===== config.mk =====
export PLATFORM = sky130hd
export DESIGN_NAME = pmsr_status_readback
export DESIGN_NICKNAME = d
export VERILOG_FILES = /design/src/common/pmsr_pkg.sv /design/src/verilog/pmsr_status_readback.sv
export VERILOG_INCLUDE_DIRS = /design/src /design/src/common
export SDC_FILE = /design/constraint.sdc
export NUM_CORES = 1
export LEC_CHECK = 0
export BUFFER_PORTS_ARGS = -buffer_cell sky130_fd_sc_hd__buf_2
export CAP_MARGIN = 25
export CORE_MARGIN = 4
export CORE_UTILIZATION = 39
export CTS_BUF_LIST = sky130_fd_sc_hd__clkbuf_16
export DETAILED_ROUTE_END_ITERATION = 10
export GPL_TIMING_DRIVEN = 0
export SLEW_MARGIN = 20
export SYNTH_ARGS = -nofsm -noshare
export SYNTH_HDL_FRONTEND = slang
export SYNTH_SLANG_ARGS = --single-unit

===== constraint.sdc =====
create_clock -name ref_clk_in -period 2.32 [get_ports ref_clk_in]
set_input_delay 0.232 -clock ref_clk_in [delete_from_list [all_inputs] [get_ports ref_clk_in]]
set_output_delay 0.232 -clock ref_clk_in [all_outputs]
set_load 0.05 [all_outputs]

===== src/common/pmsr_cfg.svh =====
// Register map, field positions, reset values and local register offsets of the status readback bank.
// How it works
// - 2.5 V, 3.3 V ready flags, reset one
// - Passthrough flag bit 0, reset zero
// - All-rails-ready bit is AND of the -10, 8.5 and 16 V rails, not 18 V
// - Per-rail ready flags, all reset zero
// - Mirror control inputs shown in bits 3:0
// - Boost bit 7, buck bit 6, boost reset
// - Overvoltage bit 5, undervoltage bit 4, live
// - Negative limit bit 3, positive bit 2
// - Start-up done flag bit 0, reset zero
// - Battery sample low bytes per subframe
// - Battery upper bits packed blue green red
// - Anode sample low bytes per subframe
// - Anode upper bits packed at 0x50
`ifndef PMSR_CFG_SVH
`define PMSR_CFG_SVH

// ****************************************
// Register offsets
// ****************************************
`define PMSR_ADDR_W 8
`define PMSR_OFF_LINREG 8'h43
`define PMSR_OFF_HVRAIL 8'h44
`define PMSR_OFF_MIRCTL 8'h45
`define PMSR_OFF_CONV 8'h48
`define PMSR_OFF_BAT_RED 8'h49
`define PMSR_OFF_BAT_GREEN 8'h4a
`define PMSR_OFF_BAT_BLUE 8'h4b
`define PMSR_OFF_BAT_HIGH 8'h4c
`define PMSR_OFF_AN_RED 8'h4d
`define PMSR_OFF_AN_GREEN 8'h4e
`define PMSR_OFF_AN_BLUE 8'h4f
`define PMSR_OFF_AN_HIGH 8'h50
`define PMSR_OFF_EVT_STAT 8'h58
`define PMSR_OFF_EVT_MASK 8'h59

// ****************************************
// Field positions
// ****************************************
`define PMSR_LIN_2V5_BIT 7
`define PMSR_LIN_3V3_BIT 5
`define PMSR_LIN_PT_BIT 0
`define PMSR_HV_ALL_BIT 6
`define PMSR_HV_M10_BIT 5
`define PMSR_HV_8V5_BIT 4
`define PMSR_HV_16_BIT 2
`define PMSR_HV_18_BIT 0
`define PMSR_CV_BOOST_BIT 7
`define PMSR_CV_BUCK_BIT 6
`define PMSR_CV_OV_BIT 5
`define PMSR_CV_UV_BIT 4
`define PMSR_CV_NCL_BIT 3
`define PMSR_CV_PCL_BIT 2
`define PMSR_CV_RDY_BIT 0

// ****************************************
// Reset values
// ****************************************
`define PMSR_RST_LINREG 8'ha0
`define PMSR_RST_CONV 8'h80
`define PMSR_RST_ZERO 8'h00

`endif


===== src/common/pmsr_pkg.sv =====
// Types shared by the status readback bank.
package pmsr_pkg;
  typedef logic [7:0] pmsr_byte_type;
  typedef logic [9:0] pmsr_sample_type;
  typedef enum logic [1:0] {
    PMSR_CH_RED = 2'h0,
    PMSR_CH_GREEN = 2'h1,
    PMSR_CH_BLUE = 2'h2
  } pmsr_channel_type;
endpackage : pmsr_pkg


===== src/verilog/pmsr_status_readback.sv =====
// Power status and subframe sample register bank, read-only except the event mask, with event interrupt.
//
// Local design decision: the strobed register port.
`include "pmsr_cfg.svh"

module pmsr_status_readback
  import pmsr_pkg::*;
#(
  parameter int unsigned SAMPLE_W = 10,
  parameter int unsigned CHANNELS = 3
) (
  // Clock and reset
  input wire logic ref_clk_in,
  input wire logic resetn_in,
  // Register port
  input wire logic [7:0] addr_in,
  input wire logic [7:0] wdata_in,
  input wire logic wr_in,
  input wire logic rd_in,
  output logic [7:0] rdata_out,
  // Regulator and rail status from analog
  input wire logic reg_2v5_ready_in,
  input wire logic reg_3v3_ready_in,
  input wire logic reg_3v3_passthrough_in,
  input wire logic minus_ten_rail_ready_in,
  input wire logic eight_half_rail_ready_in,
  input wire logic sixteen_volt_rail_ready_in,
  input wire logic eighteen_volt_rail_ready_in,
  // Mirror-array control pins
  input wire logic neg_high_voltage_enable_in,
  input wire logic mid_voltage_enable_in,
  input wire logic array_enable_in,
  input wire logic emulation_reset_in,
  // Converter status from analog
  input wire logic converter_boost_in,
  input wire logic converter_buck_in,
  input wire logic converter_output_overvoltage_in,
  input wire logic converter_output_undervoltage_in,
  input wire logic converter_negative_current_limit_in,
  input wire logic converter_positive_current_limit_in,
  input wire logic converter_startup_done_in,
  // Sample converter results, same clock, one-cycle valid
  input wire logic sample_valid_in,
  input wire logic sample_is_anode_in,
  input wire logic [1:0] sample_channel_in,
  input wire logic [9:0] sample_data_in,
  // Interrupt
  output logic irq_out
);

  // ****************************************
  // Parameter checks
  // ****************************************
  // The packed high-bit registers have room for exactly two bits of three channels.
  if (SAMPLE_W != 10) begin : g_bad_width
    $error("pmsr_status_readback supports only ten-bit samples");
  end

  if (CHANNELS != 3) begin : g_bad_channels
    $error("pmsr_status_readback supports only three channels");
  end

  // ****************************************
  // Input synchronisers
  // ****************************************
  // All analog flags are asynchronous to the clock; each passes two flops.
  localparam int unsigned NSYNC = 18;
  logic [NSYNC-1:0] async_raw;
  logic [NSYNC-1:0] sync_meta;
  logic [NSYNC-1:0] sync_q;

  assign async_raw = {reg_2v5_ready_in, reg_3v3_ready_in, reg_3v3_passthrough_in,
                      minus_ten_rail_ready_in, eight_half_rail_ready_in,
                      sixteen_volt_rail_ready_in, eighteen_volt_rail_ready_in,
                      neg_high_voltage_enable_in, mid_voltage_enable_in,
                      array_enable_in, emulation_reset_in,
                      converter_boost_in, converter_buck_in,
                      converter_output_overvoltage_in, converter_output_undervoltage_in,
                      converter_negative_current_limit_in, converter_positive_current_limit_in,
                      converter_startup_done_in};

  // Reset values of the synchronised flags follow the documented register defaults.
  localparam logic [NSYNC-1:0] SYNC_RST = 18'h30040;

  // Only the second flop of each pair is read by the logic below.
  for (genvar b = 0; b < NSYNC; b++) begin : g_sync
    always_ff @(posedge ref_clk_in or negedge resetn_in) begin
      if (!resetn_in) begin
        sync_meta[b] <= SYNC_RST[b];
        sync_q[b] <= SYNC_RST[b];
      end else begin
        sync_meta[b] <= async_raw[b];
        sync_q[b] <= sync_meta[b];
      end
    end
  end

  // ****************************************
  // Synchronised flag positions
  // ****************************************
  localparam int unsigned SY_2V5 = 17;
  localparam int unsigned SY_3V3 = 16;
  localparam int unsigned SY_PT = 15;
  localparam int unsigned SY_M10 = 14;
  localparam int unsigned SY_8V5 = 13;
  localparam int unsigned SY_16 = 12;
  localparam int unsigned SY_18 = 11;
  localparam int unsigned SY_NHV = 10;
  localparam int unsigned SY_MID = 9;
  localparam int unsigned SY_ARR = 8;
  localparam int unsigned SY_EMU = 7;
  localparam int unsigned SY_BOOST = 6;
  localparam int unsigned SY_BUCK = 5;
  localparam int unsigned SY_OV = 4;
  localparam int unsigned SY_UV = 3;
  localparam int unsigned SY_NCL = 2;
  localparam int unsigned SY_PCL = 1;
  localparam int unsigned SY_RDY = 0;

  logic s_2v5;
  logic s_3v3;
  logic s_pt;
  logic s_m10;
  logic s_8v5;
  logic s_16;
  logic s_18;
  logic s_nhv;
  logic s_mid;
  logic s_arr;
  logic s_emu;
  logic s_boost;
  logic s_buck;
  logic s_ov;
  logic s_uv;
  logic s_ncl;
  logic s_pcl;
  logic s_rdy;

  assign s_2v5 = sync_q[SY_2V5];
  assign s_3v3 = sync_q[SY_3V3];
  assign s_pt = sync_q[SY_PT];
  assign s_m10 = sync_q[SY_M10];
  assign s_8v5 = sync_q[SY_8V5];
  assign s_16 = sync_q[SY_16];
  assign s_18 = sync_q[SY_18];
  assign s_nhv = sync_q[SY_NHV];
  assign s_mid = sync_q[SY_MID];
  assign s_arr = sync_q[SY_ARR];
  assign s_emu = sync_q[SY_EMU];
  assign s_boost = sync_q[SY_BOOST];
  assign s_buck = sync_q[SY_BUCK];
  assign s_ov = sync_q[SY_OV];
  assign s_uv = sync_q[SY_UV];
  assign s_ncl = sync_q[SY_NCL];
  assign s_pcl = sync_q[SY_PCL];
  assign s_rdy = sync_q[SY_RDY];

  // ****************************************
  // Status register images
  // ****************************************
  pmsr_byte_type linreg;
  pmsr_byte_type hvrail;
  pmsr_byte_type mirctl;
  pmsr_byte_type conv;

  always_comb begin
    linreg = `PMSR_RST_ZERO;
    linreg[`PMSR_LIN_2V5_BIT] = s_2v5;
    linreg[`PMSR_LIN_3V3_BIT] = s_3v3;
    linreg[`PMSR_LIN_PT_BIT] = s_pt;
  end

  always_comb begin
    hvrail = `PMSR_RST_ZERO;
    hvrail[`PMSR_HV_M10_BIT] = s_m10;
    hvrail[`PMSR_HV_8V5_BIT] = s_8v5;
    hvrail[`PMSR_HV_16_BIT] = s_16;
    hvrail[`PMSR_HV_18_BIT] = s_18;
    hvrail[`PMSR_HV_ALL_BIT] = s_16 & s_8v5 & s_m10;
  end

  assign mirctl = {4'h0, s_nhv, s_mid, s_arr, s_emu};

  always_comb begin
    conv = `PMSR_RST_ZERO;
    conv[`PMSR_CV_BOOST_BIT] = s_boost;
    conv[`PMSR_CV_BUCK_BIT] = s_buck;
    conv[`PMSR_CV_OV_BIT] = s_ov;
    conv[`PMSR_CV_UV_BIT] = s_uv;
    conv[`PMSR_CV_NCL_BIT] = s_ncl;
    conv[`PMSR_CV_PCL_BIT] = s_pcl;
    conv[`PMSR_CV_RDY_BIT] = s_rdy;
  end

  // ****************************************
  // Subframe sample storage
  // ****************************************
  // Each sample is written whole in one cycle, so a read sees either the old or the new value.
  pmsr_sample_type bat_smp [CHANNELS];
  pmsr_sample_type an_smp [CHANNELS];

  for (genvar ch = 0; ch < CHANNELS; ch++) begin : g_smp
    always_ff @(posedge ref_clk_in or negedge resetn_in) begin
      if (!resetn_in) begin
        bat_smp[ch] <= '0;
        an_smp[ch] <= '0;
      end else if (sample_valid_in && sample_channel_in == 2'(ch)) begin
        if (sample_is_anode_in) begin
          an_smp[ch] <= sample_data_in;
        end else begin
          bat_smp[ch] <= sample_data_in;
        end
      end
    end
  end

  pmsr_byte_type bat_high;
  pmsr_byte_type an_high;
  assign bat_high = {2'h0, bat_smp[PMSR_CH_BLUE][9:8], bat_smp[PMSR_CH_GREEN][9:8],
                     bat_smp[PMSR_CH_RED][9:8]};
  assign an_high = {2'h0, an_smp[PMSR_CH_BLUE][9:8], an_smp[PMSR_CH_GREEN][9:8],
                    an_smp[PMSR_CH_RED][9:8]};

  // ****************************************
  // Events and interrupt
  // ****************************************
  // Events: bit0 rail lost, bit1 overvoltage, bit2 undervoltage, bit3 current limit,
  // bit4 new battery sample, bit5 new anode sample.
  logic [5:0] evt_stat;
  logic [5:0] evt_mask;
  logic [5:0] evt_now;
  logic all_rails_q;
  logic all_rails;
  logic evt_rail_lost;
  logic evt_over;
  logic evt_under;
  logic evt_limit;
  logic evt_bat;
  logic evt_an;
  logic stat_clear;

  assign all_rails = s_2v5 & s_3v3 & s_16 & s_8v5 & s_m10 & s_18;
  // The edge detector resets low and the rails reset not ready, so no false loss follows reset.
  assign evt_rail_lost = all_rails_q & ~all_rails;
  assign evt_over = s_ov;
  assign evt_under = s_uv;
  assign evt_limit = s_ncl | s_pcl;
  assign evt_bat = sample_valid_in & ~sample_is_anode_in;
  assign evt_an = sample_valid_in & sample_is_anode_in;
  assign evt_now = {evt_an, evt_bat, evt_limit, evt_under, evt_over, evt_rail_lost};
  assign stat_clear = rd_in && (addr_in == `PMSR_OFF_EVT_STAT);

  always_ff @(posedge ref_clk_in or negedge resetn_in) begin
    if (!resetn_in) begin
      all_rails_q <= 1'b0;
    end else begin
      all_rails_q <= all_rails;
    end
  end

  // A read clears the status, but an event in the same cycle still lands, so none is lost.
  for (genvar e = 0; e < 6; e++) begin : g_evt
    always_ff @(posedge ref_clk_in or negedge resetn_in) begin
      if (!resetn_in) begin
        evt_stat[e] <= 1'b0;
      end else if (evt_now[e]) begin
        evt_stat[e] <= 1'b1;
      end else if (stat_clear) begin
        evt_stat[e] <= 1'b0;
      end
    end
  end

  // The mask is the only writable register; a set bit enables that event.
  always_ff @(posedge ref_clk_in or negedge resetn_in) begin
    if (!resetn_in) begin
      evt_mask <= '0;
    end else if (wr_in && addr_in == `PMSR_OFF_EVT_MASK) begin
      evt_mask <= wdata_in[5:0];
    end
  end

  always_ff @(posedge ref_clk_in or negedge resetn_in) begin
    if (!resetn_in) begin
      irq_out <= 1'b0;
    end else begin
      irq_out <= |(evt_stat & evt_mask);
    end
  end

  // ****************************************
  // Read port
  // ****************************************
  // Writes to status addresses are decoded nowhere, so they cannot disturb state.
  pmsr_byte_type next_rdata;

  always_comb begin
    case (addr_in)
      `PMSR_OFF_LINREG: begin
        next_rdata = linreg;
      end
      `PMSR_OFF_HVRAIL: begin
        next_rdata = hvrail;
      end
      `PMSR_OFF_MIRCTL: begin
        next_rdata = mirctl;
      end
      `PMSR_OFF_CONV: begin
        next_rdata = conv;
      end
      `PMSR_OFF_BAT_RED: begin
        next_rdata = bat_smp[PMSR_CH_RED][7:0];
      end
      `PMSR_OFF_BAT_GREEN: begin
        next_rdata = bat_smp[PMSR_CH_GREEN][7:0];
      end
      `PMSR_OFF_BAT_BLUE: begin
        next_rdata = bat_smp[PMSR_CH_BLUE][7:0];
      end
      `PMSR_OFF_BAT_HIGH: begin
        next_rdata = bat_high;
      end
      `PMSR_OFF_AN_RED: begin
        next_rdata = an_smp[PMSR_CH_RED][7:0];
      end
      `PMSR_OFF_AN_GREEN: begin
        next_rdata = an_smp[PMSR_CH_GREEN][7:0];
      end
      `PMSR_OFF_AN_BLUE: begin
        next_rdata = an_smp[PMSR_CH_BLUE][7:0];
      end
      `PMSR_OFF_AN_HIGH: begin
        next_rdata = an_high;
      end
      `PMSR_OFF_EVT_STAT: begin
        next_rdata = {2'h0, evt_stat};
      end
      `PMSR_OFF_EVT_MASK: begin
        next_rdata = {2'h0, evt_mask};
      end
      default: begin
        // Unmapped offsets read as zero rather than aliasing a neighbour.
        next_rdata = `PMSR_RST_ZERO;
      end
    endcase
  end

  always_ff @(posedge ref_clk_in or negedge resetn_in) begin
    if (!resetn_in) begin
      rdata_out <= `PMSR_RST_ZERO;
    end else if (rd_in) begin
      rdata_out <= next_rdata;
    end else begin
      rdata_out <= `PMSR_RST_ZERO;
    end
  end

endmodule : pmsr_status_readback


After elaboration in Yosys (flattened, before gate mapping)
Cells that the tools add are included.
{"block": "word_totals", "ff_bits": 118, "out_inout_bits": 9, "elab_cells": 110}
{"block": "classes", "n_eq_ne": 16, "mux": 9, "bitwise": 14, "reduce_logical": 19}
{"op": "== test 8 x 7 -> 1 bit, second input constant", "count": 14}
{"op": "case mux 8 bit (14 select lines)", "count": 1}
{"op": "AND reduction 2 bit", "count": 6}
{"op": "nonzero test 2 bit", "count": 6}
{"op": "bitwise AND 1 bit", "count": 10}
{"op": "2-to-1 mux 8 bit", "count": 1}
{"op": "2-to-1 mux 1 bit", "count": 7}
{"op": "bitwise AND 6 bit", "count": 1}
{"op": "OR reduction 6 bit", "count": 1}
{"op": "logical AND 1 bit", "count": 5}
{"op": "== test 2 x 1 -> 1 bit, second input constant", "count": 1}
{"op": "== test 2 bit, second input constant", "count": 1}
{"op": "logical NOT 2 bit", "count": 1}
{"op": "NOT 1 bit", "count": 2}
{"op": "bitwise OR 1 bit", "count": 1}

Longest topological paths before layout
{"block": "logic_depth", "ltp_word": 8, "ltp_mapped": 7}

Worst setup path before layout
OpenSTA, ideal clock, no wires.
{"block": "synth_timing", "kind": "input-to-reg", "start": "in addr_in[5]", "end": "reg rdata_out[6]", "arrival_ns": 1.580, "setup_slack_ns": 0.656, "stages": 7, "n_path_buf": 2, "cell_sequence": "buf_6 > nor4b_4 > and2_4 > buf_8 > nand3_2 > a32o_1 > a41oi_2"}
{"block": "synth_between", "elab_chain_len": 3, "word_cells_on_any_way": 16, "classes_between": "14 x eq/ne; 2 x mux"}
{"item": "start: declaration", "line": "pmsr_status_readback.sv:16", "rtl": "input wire logic [7:0] addr_in,"}
{"item": "== test 8 x 7 -> 1 bit", "line": "pmsr_status_readback.sv:298", "rtl": "case (addr_in)"}
{"item": "case mux 8 bit (14 select lines) *", "line": "pmsr_status_readback.sv:298"}
{"item": "2-to-1 mux 8 bit *", "line": "pmsr_status_readback.sv:351", "rtl": "end else if (rd_in) begin"}
{"item": "end signal: assignment", "line": "pmsr_status_readback.sv:350", "rtl": "rdata_out <= `PMSR_RST_ZERO;"}
{"item": "end signal: assignment", "line": "pmsr_status_readback.sv:352", "rtl": "rdata_out <= next_rdata;"}
{"item": "end signal: assignment", "line": "pmsr_status_readback.sv:354", "rtl": "rdata_out <= `PMSR_RST_ZERO;"}
{"item": "end: declaration", "line": "pmsr_status_readback.sv:20", "rtl": "output logic [7:0] rdata_out,"}
Mark *: on every way between the ends. The rest lies on a longest branch, timed or not.
A chain may end at the register's enable or synchronous reset.

Worst setup path in the final report
{"block": "layout_timing", "start": "in addr_in[1]", "end": "reg rdata_out[2]"}
The elaborated chain is that of the path after synthesis.

==> results.md <==
- Hold path depth: 2
- Worst-path maximum fanout: 10
- Hpwl dp: 8890 µm
- Core Area: between 0.01 and 0.015 mm²
- Dpl cells: 590
- Filler cells: approximately 1.1k
- Hold Path End: evt_mask[0]
- Buffers on Ports: 56
- Synth warn: 0
- R2r worst-path depth: 4
- Vias per Instance: about 5.4
- Router iterations before antenna repair: 6
- Antenna cells: 0
- Clock transition at the registers of the reported paths: 50 ps
- Antenna-violating nets left: 0
- DRT iter0 DRCs: ~230
- Boundary Pins: ~60
- Via Count: roughly 3.5k
- Syn Area/Cell: ~14 µm²
- Crit path DAT: approximately 2200 ps
- Vias in the first global route: 3629
- CP Capture Type: flip-flop
- Static leakage: around 2.7 nW
- Largest net degree at the start of global routing: 66
- Fmax: a little over 500 MHz
- Cts repair resizes: 0
- Root Buffer: clkbuf_16
- Reg2reg start: evt_stat[2]
- Initial antenna violation count: 0
- RSZ-0062 raised after global routing: false
- CP Class: input pin to flip-flop
- Worst Max-Slew Pin Slew: about 910 ps
- Worst slew margin: 0.392
- Final worst path period need: 1920 ps
- Seq/Total Area, Yosys: 0.592
- Wire length per cell: roughly 21 µm
- EDFF count, synth: 0
- Most used flip-flop cell after synthesis: dfrtp_1
- Post-Route WL: approximately 13000 µm
- GRT Util Overall: 0.194
- Status: finished, final reports clean
- R2R Path End: rdata_out[2]
- Synth unique cells: 54
- Max Cap Violations: 0
- Post-Syn Area: ~0.005 mm²
- Starting density of the core: 0.398
- Cells after synthesis: around 360
- Worst Path Required: ~2600 ps
- Async set-reset flop share out of synthesis: 1.00
- Die area: 0.0147 mm²
- CP Launch Type: input pin
- Worst hold path class: input pin to flip-flop
- Die span in x: 121 µm
- Drt drc: 0
- R2R Setup Slk: between 600 and 700 ps
- Worst hold path startpoint: wdata_in[0]
- Area Overhead vs Synth: 27.2%
- Worst-Skew Late Latency: slightly above 400 ps
- Clock sink count: about 120
- Clock Path Buffers: 2
- GRT Residual Overflow: 0
- Max VDD drop: between 0.4 and 0.5 mV
- TritonCTS buffer count: 17
- Share of layout cells above drive strength 1: 0.384
- Final #Nets: 508
- Max Slew Vio Count: 0
- Chip height: 121 µm
- Fin crit share: 0.829
- CTS tree: built
- RePlAce Congestion: between 0.8 and 0.9
- Pwr per Cell Area: between 900 and 1000 mW/mm²
- H-tree depth: 4
- Final Hold Vio Count: 0
- Setup-failing EPs final: 0
- Final std cells w/o fill: around 640
- Row count: slightly above 40
- Skew final: 7.43 ps
- First-pass GRT wire length: between 20000 and 25000 µm
- Synthesized flop and latch total: approximately 120
- Finished Cell Area: roughly 0.0064 mm²
- Syn nets: roughly 410
- Post-layout util: 0.506
- Post-placement cell area: roughly 0.0055 mm²
[flip-flops by register name (all words and copies together), names as in the netlist, 6 cells and up]
signal and cells:
an_smp 24, bat_smp 24, sync_meta 18, rdata_out 8, an_high 6, bat_high 6, evt_mask 6, evt_stat 6
[routing by layer]
layer	track usage	vias up	share of wire
met1	0.259	1797	0.44
met5	0	-	0
met4	0.0707	0	0.019
met2	0.304	122	0.48
met3	0.0536	27	0.066
li1	-	1539	-
[cell families after synthesis]
kind of cell | synth area share
flops | 0.592
mux | 0.202
simple gates | 0.109
compound gates | 0.0766
buf+inv | 0.0205
[layout make-up]
cell class                 count  area, µm²  area share
clock buffer                  17        425      0.0669
tap                          172        215      0.0338
buffer                        16       95.1      0.0150
inverter                       2       7.51     0.00118
multi-input combinational    225       1960       0.308
timing repair buffer          76        504      0.0793
clock inverter                15        191      0.0301
sequential                   118       2960       0.465
[power by group]
part           switching [mW]  internal (mW)  total (mW)  leakage [nW]
registers               0.142           2.34        2.48          1.41
clock network           0.877           1.87        2.74         0.298
logic                   0.281          0.334       0.614          1.01
total                    1.30           4.54        5.84          2.71
[cell usage after synthesis (3+ instances only)]
master	count	area, µm²
o21ai_0	5	25.0
buf_2	4	20.0
dfrtp_1	112	2800
nor2_1	9	33.8
a21o_1	5	37.5
mux4_2	4	90.1
clkbuf_1	6	22.5
a31oi_1	7	43.8
nand4_1	3	18.8
dfstp_2	6	158
nor2b_1	5	31.3
nand2_1	18	67.6
a22oi_1	7	52.6
a32o_1	4	40.0
a21oi_1	5	25.0
mux2_2	70	788
nand2b_1	4	25.0
mux2i_1	13	130
nand3b_1	6	45.0
nor3_1	7	35.0
nand3_1	12	60.1
nor3b_1	5	37.5
[how the worst max path moves through the flow]
stage	to	from	cells after the start	slack, ps
2_1_floorplan	rdata_out[6]	addr_in[5]	7	660
3_3_place_gp	evt_mask[3]	resetn_in	1	-390
3_5_place_dp	rdata_out[2]	addr_in[1]	6	0.7
4_1_cts	rdata_out[2]	addr_in[1]	6	430
5_1_grt	rdata_out[2]	addr_in[1]	6	350
6_report	rdata_out[2]	addr_in[1]	6	400
[worst max-delay path, stage by stage]
cell and delay, ps:
buf_2 140, clkbuf_1 530, buf_2 390, nor3_1 90, a2111oi_0 590, a31oi_1 190
[layout by cell type, fill, tap and decap left out, drive strengths merged, types with 3 or more instances in the layout]
| cell type | n |
|---|---|
| nand3b | 6 |
| inv | 3 |
| mux4 | 4 |
| nand2 | 18 |
| nand2b | 4 |
| a31oi | 7 |
| nor3b | 6 |
| a21oi | 5 |
| nand4 | 3 |
| nor2 | 9 |
| clkinv | 8 |
| nand3 | 13 |
| a32o | 4 |
| clkbuf | 23 |
| dfstp | 6 |
| dfrtp | 112 |
| a21o | 5 |
| mux2 | 70 |
| dlygate4sd3 | 19 |
| a22oi | 7 |
| and3 | 3 |
| buf | 67 |
| nor3 | 9 |
| nor2b | 5 |
| o21ai | 5 |
| mux2i | 13 |
| bufinv | 5 |
[metrics by stage]
step	setup WS (ps)	hold WS, ps	setup TNS (ps)	power, mW
6_report	396	53.4	0	5.84
5_1_grt	350	41.2	0	6.07
4_1_cts	431	38.2	0	5.89
3_5_place_dp	0.713	256	0	3.10
3_3_place_gp	-388	333	-43740	3.06
2_1_floorplan	656	-63.6	0	2.85
[what timing repair did]
action	in CTS	in global routing
setup buffers	0	0
hold buffers	19	0
endpoints found under the hold margin	76	0
(Power assumes the default switching activity.)
